`src/include/jtsp_regs.svh`:
```
`ifndef JTSP_REGS_SVH
`define JTSP_REGS_SVH

`define JTSP_IR_W 5
`define JTSP_DR_W 37
`define JTSP_BSC_LEN 8
`define JTSP_IR_CAPTURE 5'h01
`define JTSP_IR_EXTEST 5'h00
`define JTSP_IR_IDCODE 5'h01
`define JTSP_IR_SAMPLE 5'h02
`define JTSP_IR_RESET 5'h0C
`define JTSP_IR_SB_ADDR 5'h10
`define JTSP_IR_SB_DATA 5'h11
`define JTSP_IR_BYPASS 5'h1F
`define JTSP_LEN_ID 6'h20
`define JTSP_LEN_BYPASS 6'h01
`define JTSP_LEN_BSC 6'h08
`define JTSP_LEN_RESET 6'h01
`define JTSP_LEN_SB_ADDR 6'h25
`define JTSP_LEN_SB_DATA 6'h21
// Arbitrary identification value; bit 0 is one as a scan marker.
`define JTSP_IDCODE 32'h0A5C3001

`endif

```
`src/include/jtsp_pkg.sv`:
```
package jtsp_pkg;

	typedef enum logic [3:0] {
		TAP_RESET, TAP_IDLE,
		TAP_SEL_DR, TAP_CAP_DR, TAP_SHIFT_DR, TAP_EXIT1_DR,
		TAP_PAUSE_DR, TAP_EXIT2_DR, TAP_UPD_DR,
		TAP_SEL_IR, TAP_CAP_IR, TAP_SHIFT_IR, TAP_EXIT1_IR,
		TAP_PAUSE_IR, TAP_EXIT2_IR, TAP_UPD_IR
	} jtsp_tap_t;

	typedef struct packed {
		logic tck;
		logic tms;
		logic tdi;
		logic rst_n;
	} jtsp_pins_t;

	typedef struct packed {
		logic write;
		logic [35:0] addr;
		logic [31:0] wdata;
	} jtsp_sb_req_t;

	typedef struct packed {
		logic ack;
		logic [31:0] rdata;
	} jtsp_sb_rsp_t;

endpackage : jtsp_pkg

```
`src/logic/jtsp_svc_bus.sv`:
```
`timescale 1ns/100ps
`include "jtsp_regs.svh"
module jtsp_svc_bus (
	input wire logic i_sys_clk, // System clock.
	input wire logic i_reset, // Synchronous reset, active high.
	input wire logic i_upd_addr, // Address register update pulse.
	input wire logic i_upd_data, // Data register update pulse.
	input wire logic [`JTSP_DR_W-1:0] i_dr, // Scanned data register.
	input wire jtsp_pkg::jtsp_sb_rsp_t i_rsp, // Service bus answer.
	output jtsp_pkg::jtsp_sb_req_t o_req, // Service bus request.
	output logic o_valid, // One-cycle request strobe.
	output logic o_busy, // Access in progress.
	output logic [31:0] o_rdata // Last read data.
);
	// A request arriving while busy is dropped; the busy bit scanned out
	// tells the debugger to repeat it.
	always_ff @(posedge i_sys_clk) begin
		if (i_reset) begin
			o_req <= '0;
			o_valid <= 1'b0;
			o_busy <= 1'b0;
			o_rdata <= 32'h00000000;
		end else begin
			o_valid <= 1'b0;
			if (i_rsp.ack) begin
				o_busy <= 1'b0;
				if (!o_req.write) begin
					o_rdata <= i_rsp.rdata;
				end
			end
			if (i_upd_addr && !o_busy) begin
				o_req.addr <= i_dr[36:1];
				o_req.write <= i_dr[0];
				if (!i_dr[0]) begin
					o_busy <= 1'b1;
					o_valid <= 1'b1;
				end
			end
			if (i_upd_data && !o_busy && o_req.write) begin
				o_req.wdata <= i_dr[32:1];
				o_busy <= 1'b1;
				o_valid <= 1'b1;
			end
		end
	end
endmodule : jtsp_svc_bus

```
`src/logic/jtsp_sync.sv`:
```
`timescale 1ns/100ps
module jtsp_sync #(
	parameter int W = 1
) (
	input wire logic i_sys_clk, // System clock.
	input wire logic i_reset, // Synchronous reset, active high.
	input wire logic [W-1:0] i_d, // Asynchronous inputs.
	output logic [W-1:0] o_q // Synchronised inputs.
);
	logic [W-1:0] meta_q;

	// The first stage feeds only the second stage.
	always_ff @(posedge i_sys_clk) begin
		if (i_reset) begin
			meta_q <= '0;
			o_q <= '0;
		end else begin
			meta_q <= i_d;
			o_q <= meta_q;
		end
	end
endmodule : jtsp_sync

```
`src/logic/jtsp_top.sv`:
```
// Behaviour
// - TMS sampled on rising TCK advances TAP.
// - TDI captured on rising TCK while shifting.
// - TDO updated on falling TCK edge.
// - TAP driven by TCK, synchronised to system.
// - Reset release enables pins if TCK low.
// - Enabled scan pins disconnect peripheral functions.
// - Shift path is IR or one DR.
// - Least significant bit shifted first.
// - TDO high impedance outside shift states.
// - Five TMS highs reach test-logic-reset.
// - One TMS low leaves reset for idle.
// - Instruction register is five bits wide.
// - Loaded instruction selects the data register.
// - Identification, bypass, boundary and reset registers.
// - Service bus address and data registers.
// - Instruction latched only entering update-IR.
// - Captured values shift out, latched in update-DR.
// - Reset state selects identification instruction.
`timescale 1ns/100ps
`include "jtsp_regs.svh"
module jtsp_top (
	input wire logic i_sys_clk, // System clock, 25 MHz.
	input wire logic i_reset, // Synchronous reset, active high.
	input wire jtsp_pkg::jtsp_pins_t i_pins, // Raw scan and reset pins.
	input wire logic [`JTSP_BSC_LEN-1:0] i_bsc_pin_in, // Pin levels.
	input wire jtsp_pkg::jtsp_sb_rsp_t i_sb_rsp, // Service bus answer.
	output logic o_tdo, // Serial test data out.
	output logic o_tdo_oe_n, // TDO drive enable, active low.
	output logic o_scan_pins_en, // Pins owned by the scan port.
	output logic o_hold_reset, // Hold device in reset.
	output logic o_extest, // Boundary cells drive the pins.
	output logic [`JTSP_BSC_LEN-1:0] o_bsc_pin_out, // Pin drive values.
	output jtsp_pkg::jtsp_sb_req_t o_sb_req, // Service bus request.
	output logic o_sb_valid, // Service bus request strobe.
	output jtsp_pkg::jtsp_tap_t o_tap_state // Current TAP state.
);
	localparam int SYNC_W = 4 + `JTSP_BSC_LEN;

	jtsp_pkg::jtsp_pins_t pins_s;
	logic [`JTSP_BSC_LEN-1:0] bsc_in_s;
	logic [SYNC_W-1:0] sync_q;
	logic tck_prev_q;
	logic rst_prev_q;
	logic tck_rise;
	logic tck_fall;
	logic en_q;
	jtsp_pkg::jtsp_tap_t state_q;
	jtsp_pkg::jtsp_tap_t state_d;
	logic [`JTSP_IR_W-1:0] ir_sh_q;
	logic [`JTSP_IR_W-1:0] ir_q;
	logic [`JTSP_DR_W-1:0] dr_q;
	logic [5:0] dr_len;
	logic upd_dr;
	logic sb_busy;
	logic [31:0] sb_rdata;

	// Next TAP state for a given TMS level.
	function automatic jtsp_pkg::jtsp_tap_t next_state(
		input jtsp_pkg::jtsp_tap_t s,
		input logic tms
	);
		jtsp_pkg::jtsp_tap_t n;
		n = s;
		case (s)
			jtsp_pkg::TAP_RESET: n = tms ? jtsp_pkg::TAP_RESET
				: jtsp_pkg::TAP_IDLE;
			jtsp_pkg::TAP_IDLE: n = tms ? jtsp_pkg::TAP_SEL_DR
				: jtsp_pkg::TAP_IDLE;
			jtsp_pkg::TAP_SEL_DR: n = tms ? jtsp_pkg::TAP_SEL_IR
				: jtsp_pkg::TAP_CAP_DR;
			jtsp_pkg::TAP_CAP_DR: n = tms ? jtsp_pkg::TAP_EXIT1_DR
				: jtsp_pkg::TAP_SHIFT_DR;
			jtsp_pkg::TAP_SHIFT_DR: n = tms ? jtsp_pkg::TAP_EXIT1_DR
				: jtsp_pkg::TAP_SHIFT_DR;
			jtsp_pkg::TAP_EXIT1_DR: n = tms ? jtsp_pkg::TAP_UPD_DR
				: jtsp_pkg::TAP_PAUSE_DR;
			jtsp_pkg::TAP_PAUSE_DR: n = tms ? jtsp_pkg::TAP_EXIT2_DR
				: jtsp_pkg::TAP_PAUSE_DR;
			jtsp_pkg::TAP_EXIT2_DR: n = tms ? jtsp_pkg::TAP_UPD_DR
				: jtsp_pkg::TAP_SHIFT_DR;
			jtsp_pkg::TAP_UPD_DR: n = tms ? jtsp_pkg::TAP_SEL_DR
				: jtsp_pkg::TAP_IDLE;
			jtsp_pkg::TAP_SEL_IR: n = tms ? jtsp_pkg::TAP_RESET
				: jtsp_pkg::TAP_CAP_IR;
			jtsp_pkg::TAP_CAP_IR: n = tms ? jtsp_pkg::TAP_EXIT1_IR
				: jtsp_pkg::TAP_SHIFT_IR;
			jtsp_pkg::TAP_SHIFT_IR: n = tms ? jtsp_pkg::TAP_EXIT1_IR
				: jtsp_pkg::TAP_SHIFT_IR;
			jtsp_pkg::TAP_EXIT1_IR: n = tms ? jtsp_pkg::TAP_UPD_IR
				: jtsp_pkg::TAP_PAUSE_IR;
			jtsp_pkg::TAP_PAUSE_IR: n = tms ? jtsp_pkg::TAP_EXIT2_IR
				: jtsp_pkg::TAP_PAUSE_IR;
			jtsp_pkg::TAP_EXIT2_IR: n = tms ? jtsp_pkg::TAP_UPD_IR
				: jtsp_pkg::TAP_SHIFT_IR;
			jtsp_pkg::TAP_UPD_IR: n = tms ? jtsp_pkg::TAP_SEL_DR
				: jtsp_pkg::TAP_IDLE;
			default: n = jtsp_pkg::TAP_RESET;
		endcase
		return n;
	endfunction : next_state

	// Length of the data register chosen by an instruction.
	function automatic logic [5:0] len_of(input logic [`JTSP_IR_W-1:0] ir);
		logic [5:0] l;
		l = `JTSP_LEN_BYPASS;
		case (ir)
			`JTSP_IR_IDCODE: l = `JTSP_LEN_ID;
			`JTSP_IR_EXTEST: l = `JTSP_LEN_BSC;
			`JTSP_IR_SAMPLE: l = `JTSP_LEN_BSC;
			`JTSP_IR_RESET: l = `JTSP_LEN_RESET;
			`JTSP_IR_SB_ADDR: l = `JTSP_LEN_SB_ADDR;
			`JTSP_IR_SB_DATA: l = `JTSP_LEN_SB_DATA;
			default: l = `JTSP_LEN_BYPASS;
		endcase
		return l;
	endfunction : len_of

	// Shift right one place, entering the new bit at the chain's top.
	function automatic logic [`JTSP_DR_W-1:0] shift_in(
		input logic [`JTSP_DR_W-1:0] r,
		input logic [5:0] len,
		input logic bit_in
	);
		logic [`JTSP_DR_W-1:0] s;
		s = r >> 1;
		s[len - 6'h01] = bit_in;
		return s;
	endfunction : shift_in

	// TCK is only sampled here; its edges become enable pulses.
	jtsp_sync #(
		.W(SYNC_W)
	) u_sync (
		.i_sys_clk(i_sys_clk),
		.i_reset(i_reset),
		.i_d({i_pins, i_bsc_pin_in}),
		.o_q(sync_q)
	);

	assign pins_s = sync_q[SYNC_W-1 -: 4];
	assign bsc_in_s = sync_q[`JTSP_BSC_LEN-1:0];
	assign tck_rise = pins_s.tck & ~tck_prev_q;
	assign tck_fall = ~pins_s.tck & tck_prev_q;
	assign state_d = next_state(state_q, pins_s.tms);
	assign dr_len = len_of(ir_q);
	assign upd_dr = tck_rise && state_d == jtsp_pkg::TAP_UPD_DR;

	always_ff @(posedge i_sys_clk) begin
		if (i_reset) begin
			tck_prev_q <= 1'b0;
			rst_prev_q <= 1'b0;
		end else begin
			tck_prev_q <= pins_s.tck;
			rst_prev_q <= pins_s.rst_n;
		end
	end

	// Pin ownership is decided once per reset release and kept after.
	always_ff @(posedge i_sys_clk) begin
		if (i_reset) begin
			en_q <= 1'b0;
		end else if (pins_s.rst_n && !rst_prev_q) begin
			en_q <= ~pins_s.tck;
		end
	end

	// Shared pins leave the peripherals while the scan port owns them.
	assign o_scan_pins_en = en_q;
	assign o_tap_state = state_q;

	always_ff @(posedge i_sys_clk) begin
		if (i_reset || !en_q) begin
			state_q <= jtsp_pkg::TAP_RESET;
		end else if (tck_rise) begin
			state_q <= state_d;
		end
	end

	// Instruction shift and parallel registers.
	always_ff @(posedge i_sys_clk) begin
		if (i_reset) begin
			ir_sh_q <= `JTSP_IR_CAPTURE;
			ir_q <= `JTSP_IR_IDCODE;
		end else if (state_q == jtsp_pkg::TAP_RESET) begin
			ir_q <= `JTSP_IR_IDCODE;
		end else if (tck_rise) begin
			case (state_q)
				jtsp_pkg::TAP_CAP_IR: begin
					ir_sh_q <= `JTSP_IR_CAPTURE;
				end
				jtsp_pkg::TAP_SHIFT_IR: begin
					ir_sh_q <= {pins_s.tdi, ir_sh_q[4:1]};
				end
				default: begin
				end
			endcase
			if (state_d == jtsp_pkg::TAP_UPD_IR) begin
				ir_q <= ir_sh_q;
			end
		end
	end

	// Data shift register shared by all data registers.
	always_ff @(posedge i_sys_clk) begin
		if (i_reset) begin
			dr_q <= '0;
		end else if (tck_rise) begin
			case (state_q)
				jtsp_pkg::TAP_CAP_DR: begin
					dr_q <= '0;
					case (ir_q)
						`JTSP_IR_IDCODE: dr_q[31:0] <= `JTSP_IDCODE;
						`JTSP_IR_EXTEST, `JTSP_IR_SAMPLE: begin
							dr_q[`JTSP_BSC_LEN-1:0] <= bsc_in_s;
						end
						`JTSP_IR_RESET: dr_q[0] <= o_hold_reset;
						`JTSP_IR_SB_ADDR: dr_q[0] <= sb_busy;
						`JTSP_IR_SB_DATA: begin
							dr_q[32:0] <= {sb_rdata, sb_busy};
						end
						default: dr_q[0] <= 1'b0;
					endcase
				end
				jtsp_pkg::TAP_SHIFT_DR: begin
					dr_q <= shift_in(dr_q, dr_len, pins_s.tdi);
				end
				default: begin
				end
			endcase
		end
	end

	// Parallel outputs of boundary and reset registers.
	always_ff @(posedge i_sys_clk) begin
		if (i_reset) begin
			o_bsc_pin_out <= '0;
			o_hold_reset <= 1'b0;
		end else if (state_q == jtsp_pkg::TAP_RESET) begin
			o_hold_reset <= 1'b0;
		end else if (upd_dr) begin
			case (ir_q)
				`JTSP_IR_EXTEST, `JTSP_IR_SAMPLE: begin
					o_bsc_pin_out <= dr_q[`JTSP_BSC_LEN-1:0];
				end
				`JTSP_IR_RESET: o_hold_reset <= dr_q[0];
				default: begin
				end
			endcase
		end
	end

	// Cells drive the pins as soon as the instruction is active.
	always_ff @(posedge i_sys_clk) begin
		if (i_reset) begin
			o_extest <= 1'b0;
		end else begin
			o_extest <= ir_q == `JTSP_IR_EXTEST;
		end
	end

	// TDO moves on the falling edge so it is stable at the next rise.
	always_ff @(posedge i_sys_clk) begin
		if (i_reset) begin
			o_tdo <= 1'b0;
			o_tdo_oe_n <= 1'b1;
		end else if (!en_q) begin
			o_tdo_oe_n <= 1'b1;
		end else if (tck_fall) begin
			if (state_q == jtsp_pkg::TAP_SHIFT_IR) begin
				o_tdo <= ir_sh_q[0];
				o_tdo_oe_n <= 1'b0;
			end else if (state_q == jtsp_pkg::TAP_SHIFT_DR) begin
				o_tdo <= dr_q[0];
				o_tdo_oe_n <= 1'b0;
			end else begin
				o_tdo_oe_n <= 1'b1;
			end
		end
	end

	jtsp_svc_bus u_svc (
		.i_sys_clk(i_sys_clk),
		.i_reset(i_reset),
		.i_upd_addr(upd_dr && ir_q == `JTSP_IR_SB_ADDR),
		.i_upd_data(upd_dr && ir_q == `JTSP_IR_SB_DATA),
		.i_dr(dr_q),
		.i_rsp(i_sb_rsp),
		.o_req(o_sb_req),
		.o_valid(o_sb_valid),
		.o_busy(sb_busy),
		.o_rdata(sb_rdata)
	);

endmodule : jtsp_top

```
`config.mk`:
```
export PLATFORM = sky130hd
export DESIGN_NAME = jtsp_top
export DESIGN_NICKNAME = d
export VERILOG_FILES = /design/src/include/jtsp_pkg.sv /design/src/logic/jtsp_svc_bus.sv /design/src/logic/jtsp_sync.sv /design/src/logic/jtsp_top.sv
export VERILOG_INCLUDE_DIRS = /design/src /design/src/include
export SDC_FILE = /design/constraint.sdc
export NUM_CORES = 1
export LEC_CHECK = 0
export BUFFER_PORTS_ARGS = -buffer_cell sky130_fd_sc_hd__buf_2
export CELL_PAD_IN_SITES_DETAIL_PLACEMENT = 0
export CELL_PAD_IN_SITES_GLOBAL_PLACEMENT = 2
export CORE_MARGIN = 10
export CORE_UTILIZATION = 33
export CTS_BUF_LIST = sky130_fd_sc_hd__clkbuf_16
export CTS_CLUSTER_SIZE = 14
export DETAILED_ROUTE_END_ITERATION = 7
export GPL_TIMING_DRIVEN = 0
export PLACE_DENSITY = 0.82
export SLEW_MARGIN = 20
export SYNTH_ARGS = -nofsm -noshare
export SYNTH_HDL_FRONTEND = slang
export SYNTH_HIERARCHICAL = 1
export SYNTH_SLANG_ARGS = --single-unit
```
`constraint.sdc`:
```
create_clock -name i_sys_clk -period 2.2 [get_ports i_sys_clk]
set_input_delay 0.22 -clock i_sys_clk [delete_from_list [all_inputs] [get_ports i_sys_clk]]
set_output_delay 0.22 -clock i_sys_clk [all_outputs]
set_load 0.02 [all_outputs]
```
======== After elaboration in Yosys (flattened, before gate mapping) ========
Index checks and enable logic that the tools add are counted.
cells by class
  add/subtract/negate cells ............... 1
  $lt $le $gt $ge ......................... 2
  equality and inequality tests ........... 22
  muxes and demuxes ....................... 34
  bitwise operators ....................... 7
  reduce and logical (&&, ||, !) cells .... 31
operators by type and width
  operator             count
  $pmux 37 s2          1
  $pmux 24 s2          1
  $pmux 4 s12          1
  $eq 4x4->1 const B   10
  $bwmux 37            1
  $pmux 6 s4           1
  $eq 4x3->1 const B   4
  $mux 1               16
  $mux 4               4
  $pmux 7 s2           1
  $reduce_or 2->1      6
  $eq 5x5->1 const B   2
  $pmux 5 s2           1
  $reduce_and 3->1     3
  $eq 4x2->1 const B   2
  $logic_and 1x1->1    8
  $reduce_and 2->1     4
  $lt 6x7->1 const B   1
  $demux 1 s6          1
  $ge 6x1->1 const B   1
  $mux 2               3
  $mux 3               2
  $reduce_bool 2->1    3
  $sub 6x1->6 const B  1
  12 further kinds     19
storage, ports and cells
  bits in registers ....................... 193
  input bits .............................. 47

======== Depth between registers and ports, before layout ========
  depth after elaboration ................. 10
  gate-level depth with buffers ........... 9

======== Hierarchy ========
The synthesis kept the hierarchy.
modules (own cells, without submodules)
  module        times used  cells an instance  area each (sq um)
  jtsp_svc_bus  1           449                3575.9
  jtsp_top      1           381                3369.5
  jtsp_sync     1           50                 693.2

======== Worst setup path after synthesis ========
Ideal clock, no wire load.
  path kind ............................... register to register
  start point ............................. reg ir_q[0]
  end point ............................... reg u_svc/o_req[1] (netlist name)
  library setup time ...................... 0.070 ns
  arrival time ............................ 1.777 ns
  required time ........................... 2.130 ns
  path slack .............................. 0.352 ns
  cell stages (with the launch flop) ...... 10
  path buffers ............................ 3
  period minus slack after synthesis ...... 1.848 ns
  cell sequence ........................... dfxtp_1 -> buf_4 -> nor4b_2 -> nand2_1 -> nor2_1 -> and3b_1 -> buf_4 -> buf_6 -> nand2_1 -> a21oi_1
between the ends
  word-level cells in the longest chain between the ends .. 4
ends and longest elaborated chain
  item                             line                source
  start, declared                  jtsp_top.sv:51      logic [`JTSP_IR_W-1:0] ir_q;
  start signal, assigned           jtsp_top.sv:184     ir_q <= `JTSP_IR_IDCODE;
  start signal, assigned           jtsp_top.sv:186     ir_q <= `JTSP_IR_IDCODE;
  start signal, assigned           jtsp_top.sv:199     ir_q <= ir_sh_q;
  $eq 5x5->1                       n/a
  $logic_and 1x1->1 (no line)      n/a
  $logic_and 1x1->1 (2 in series)  jtsp_svc_bus.sv:39  if (i_upd_data && !o_busy && o_req.write) begin
  end, declared                    jtsp_svc_bus.sv:10  output jtsp_pkg::jtsp_sb_req_t o_req,
Every way passes these cells.
A chain may end at the register's enable or synchronous reset.

======== Worst setup path in the final report ========
  start point ............................. reg state_q[0], in the netlist o_tap_state[0]
  end point ............................... reg u_svc/o_req[41] (netlist name)
between the ends
  word-level cells in the longest chain between the ends .. 7
  elaborated cells between the ends (all ways) .. 24
  classes of those cells .................. 16 x eq/ne; 1 x mux; 7 x reduce/logical
ends and longest elaborated chain
  item                                                                 line                source
  start, declared                                                      jtsp_top.sv:48      jtsp_pkg::jtsp_tap_t state_q;
  start signal, assigned                                               jtsp_top.sv:174     state_q <= jtsp_pkg::TAP_RESET;
  start signal, assigned                                               jtsp_top.sv:176     state_q <= state_d;
  $eq 4x4->1 (tied with other cells)                                   jtsp_top.sv:65      case (s)
  $reduce_or 3->1 (no line) / $reduce_or 2->1 (equally long branches)  n/a
  $pmux 4 s12 *                                                        jtsp_top.sv:65
  $eq 4x4->1 *                                                         jtsp_top.sv:147     assign upd_dr = tck_rise && state_d == jtsp_pkg::TAP_UPD_DR;
  $logic_and 1x1->1 *                                                  jtsp_top.sv:147
  $logic_and 1x1->1 (no line) *                                        n/a
  $logic_and 1x1->1 *                                                  jtsp_svc_bus.sv:31  if (i_upd_addr && !o_busy) begin
Mark *: on every way between the ends. The rest lies on a longest branch, timed or not.

==> flow_summary.json <==
{
  "final_util": 0.413,
  "p_leak_nw": 3.52,
  "diodes": 0,
  "die_w_um": 172,
  "ant_nets": 0,
  "async_flop_share": 0,
  "syn_area_mm2": 0.00764,
  "grt_pass1_wl_um": 36500,
  "ys.warnings.count": 6,
  "intPower_mw": 5.34,
  "vias": 6471,
  "antenna_found_initial": 2,
  "avgSynthCellArea_um2": 8.68,
  "netlist.area_leader.share": 0.506,
  "port_buffers": 133,
  "cts_tree": "yes",
  "synth_area_leader_cell": "dfxtp_1",
  "grt_usage": 0.158,
  "drt_iter0_markers": 491,
  "crit_type": "reg2reg",
  "synthToLayoutAreaGrowth_pct": 22.8,
  "cp-start-kind": "flop",
  "p_sw_mw": 1.59,
  "grt_max_degree": 18,
  "crit_arrival_ns": 2.45,
  "rsz0062_at_grt": "no",
  "seq_area_frac_synth": 0.506,
  "slew_viol_final": 0,
  "place.gp.congestion": 0.801,
  "die-area_mm2": 0.0296,
  "maxSlewHeadroom": 0.310,
  "synth_nets": 927,
  "finalCritPeriodShare": 0.951,
  "vias_per_cell": 4.82,
  "grt_overflow": 0,
  "p_total_mw": 6.92,
  "syn_inst": 880,
  "routed_wl_um": 23400,
  "initial_core_util": 0.336,
  "synth_most_common_cell": "nand2_1",
  "drive_gt1_frac": 0.243,
  "end_kind": "flop",
  "required_ns": 2.56,
  "clock_latency_ns": 0.42,
  "reg2reg_from": "o_tap_state[0]",
  "r2r_setup_slack_ns": 0.11,
  "hold_viol": 0,
  "ios": 134,
  "cts_sinks": 193,
  "hold_class": "in2reg",
  "hold_start": "i_pins[1]",
  "rows": 55,
  "synth-edff-count": 0,
  "synth_common_cells": "nand2_1, dfxtp_1, a21oi_1",
  "power_density_mw_per_mm2": 738,
  "finalSetupTns_ns": 0,
  "drtPass1Iterations": 5,
  "r2r_cells": 9,
  "r2r-end": "u_svc/o_req[41]",
  "holdPathEnd": "u_sync/meta_q[9]",
  "path_clk_slew_ns": 0.07,
  "worstPathMaxFanout": 10,
  "dp_hpwl_um": 17800,
  "ir_drop_mv": 0.500,
  "fin_worst_skew_ns": 0.00638,
  "numCtsBuffers": 17,
  "die_y_um": 172,
  "clkPwrFrac": 0.447,
  "drc_errors": 0,
  "wl_per_cell_um": 17.4,
  "synth_cell_types": 56,
  "core_mm2": 0.0227,
  "ys_ff_latch": 193,
  "cap_violations": 0,
  "seq_power_share": 0.517,
  "grt_pass1_vias": 6264,
  "cts_max_level": 4,
  "status": "complete, no violations",
  "worst_pin_slew_ns": 1.02,
  "fin_nets": 1091,
  "netlist_top_cells_area": "dfxtp_1, nand2_1, a21oi_1",
  "finalCriticalPeriod_ns": 2.09,
  "power.share.combinational": 0.036,
  "p_sw_frac": 0.229,
  "setup_viol": 0,
  "holdPathStages": 2,
  "clock_path_buffers": 2,
  "synth_top_flop_cell": "dfxtp_1",
  "fmax_mhz": 478,
  "ctsRootBufferMaster": "clkbuf_16"
}
-- worst max path at each step --
stage / end / depth (start not counted) / start
after floorplan: u_svc/o_req[1] / 9 / ir_q[0]
after global placement: u_svc/o_req[2] / 7 / ir_q[1]
after detailed placement: u_svc/o_req[20] / 7 / ir_q[1]
after CTS: u_svc/o_req[20] / 7 / o_tap_state[2]
after global routing: u_svc/o_req[46] / 9 / o_tap_state[0]
final: u_svc/o_req[41] / 9 / o_tap_state[0]
-- power groups by stage --
stage               sequential, mW  clock (mW)  combinational, mW
floorplan                     3.65           0              0.136
global placement              3.66           0              0.234
detailed placement            3.66           0              0.235
CTS                           3.58        3.19              0.248
global route                  3.58        3.31              0.275
finish                        3.58        3.10              0.246
-- cell usage in the layout (no fill, tap or decap), types with 3 or more instances in the layout --
master and n:
a22oi_1 6, a21oi_1 125, buf_4 14, clkbuf_4 3, buf_1 4, nand3_1 10
nand2b_1 5, nor2b_1 17, nor3_1 14, dlygate4sd3_1 9, a211o_1 3, mux2i_1 15
dfxtp_1 193, nand3_2 10, clkbuf_16 17, clkinv_4 3, a211oi_1 11, buf_6 9
o211ai_1 8, o21ai_0 9, o211a_1 8, a311oi_1 7, inv_6 4, nor2b_2 15
and2b_1 4, inv_1 7, clkbuf_2 5, a221o_1 6, nand2_1 238, clkinv_1 3
buf_2 148, nor2_1 57, clkbuf_1 21, a311oi_2 10
-- cells by family (layout without fill, tap and decap cells) --
| logic type | Yosys count | in the layout | share of synthesized area |
|---|---|---|---|
| xor+xnor | 1 | 1 | 0.00115 |
| buf+inv | 77 | 254 | 0.0586 |
| mux | 15 | 15 | 0.0197 |
| flops | 193 | 193 | 0.506 |
| simple gates | 389 | 389 | 0.239 |
| compound gates | 205 | 205 | 0.176 |
-- sequential cells by signal (all words and copies together), names as in the netlist, 4 cells and up --
register / count
o_tap_state: 4
u_svc/o_rdata: 32
u_sync/meta_q: 12
ir_q: 5
o_bsc_pin_out: 8
u_sync/o_q: 12
dr_q: 37
ir_sh_q: 5
u_svc/o_req: 69
-- metrics by stage --
step | hold WS (ns) | worst slack [ns] | instance area (um2) | std cells
after global placement | 0.424 | -0.340 | 8660 | 1298
after detailed placement | 0.425 | -0.378 | 8660 | 1298
final | 0.0124 | 0.108 | 9380 | 1342
after floorplan | 0.345 | 0.352 | 7640 | 880
after global routing | 0.00933 | 0.00620 | 9380 | 1342
after CTS | 0.00212 | 0.0545 | 9350 | 1340
-- critical path, cell delays in order (launching register included) --
cell and delay, ns:
dfxtp_1 0.36, buf_6 0.16, nor2b_1 0.23, nand4_1 0.27, nor2_2 0.21, nor2b_1 0.14
buf_4 0.18, clkbuf_4 0.23, nand2_1 0.09, a21oi_1 0.13
-- layout make-up --
| type | count | area (um2) |
|---|---|---|
| inverter | 7 | 26.3 |
| buffer | 70 | 435 |
| clock inverter | 15 | 156 |
| tap | 285 | 357 |
| clock buffer | 17 | 425 |
| fill | 2392 | 13300 |
| multi-input combinational | 610 | 3340 |
| sequential | 193 | 3860 |
| timing repair buffer | 145 | 778 |
-- repair_timing --
action                                 4_1_cts  5_1_grt
buffers inserted                             1        2
endpoints found under the hold margin        9        0
pin swaps                                    1        1
setup endpoints to repair                   62       70
gates resized for setup                      3       12
hold buffers                                 9        0
-- routing by layer --
metal / global-route usage / share of wire / up-vias / routed length (um)
met5: 0 / 0.00056 / - / 13
met4: 0.0442 / 0.0095 / 2 / 223
met3: 0.0374 / 0.058 / 16 / 1350
met2: 0.224 / 0.41 / 161 / 9490
met1: 0.232 / 0.53 / 2970 / 12300
li1: - / - / 3322 / -
Power figures use the tool's default switching activity.
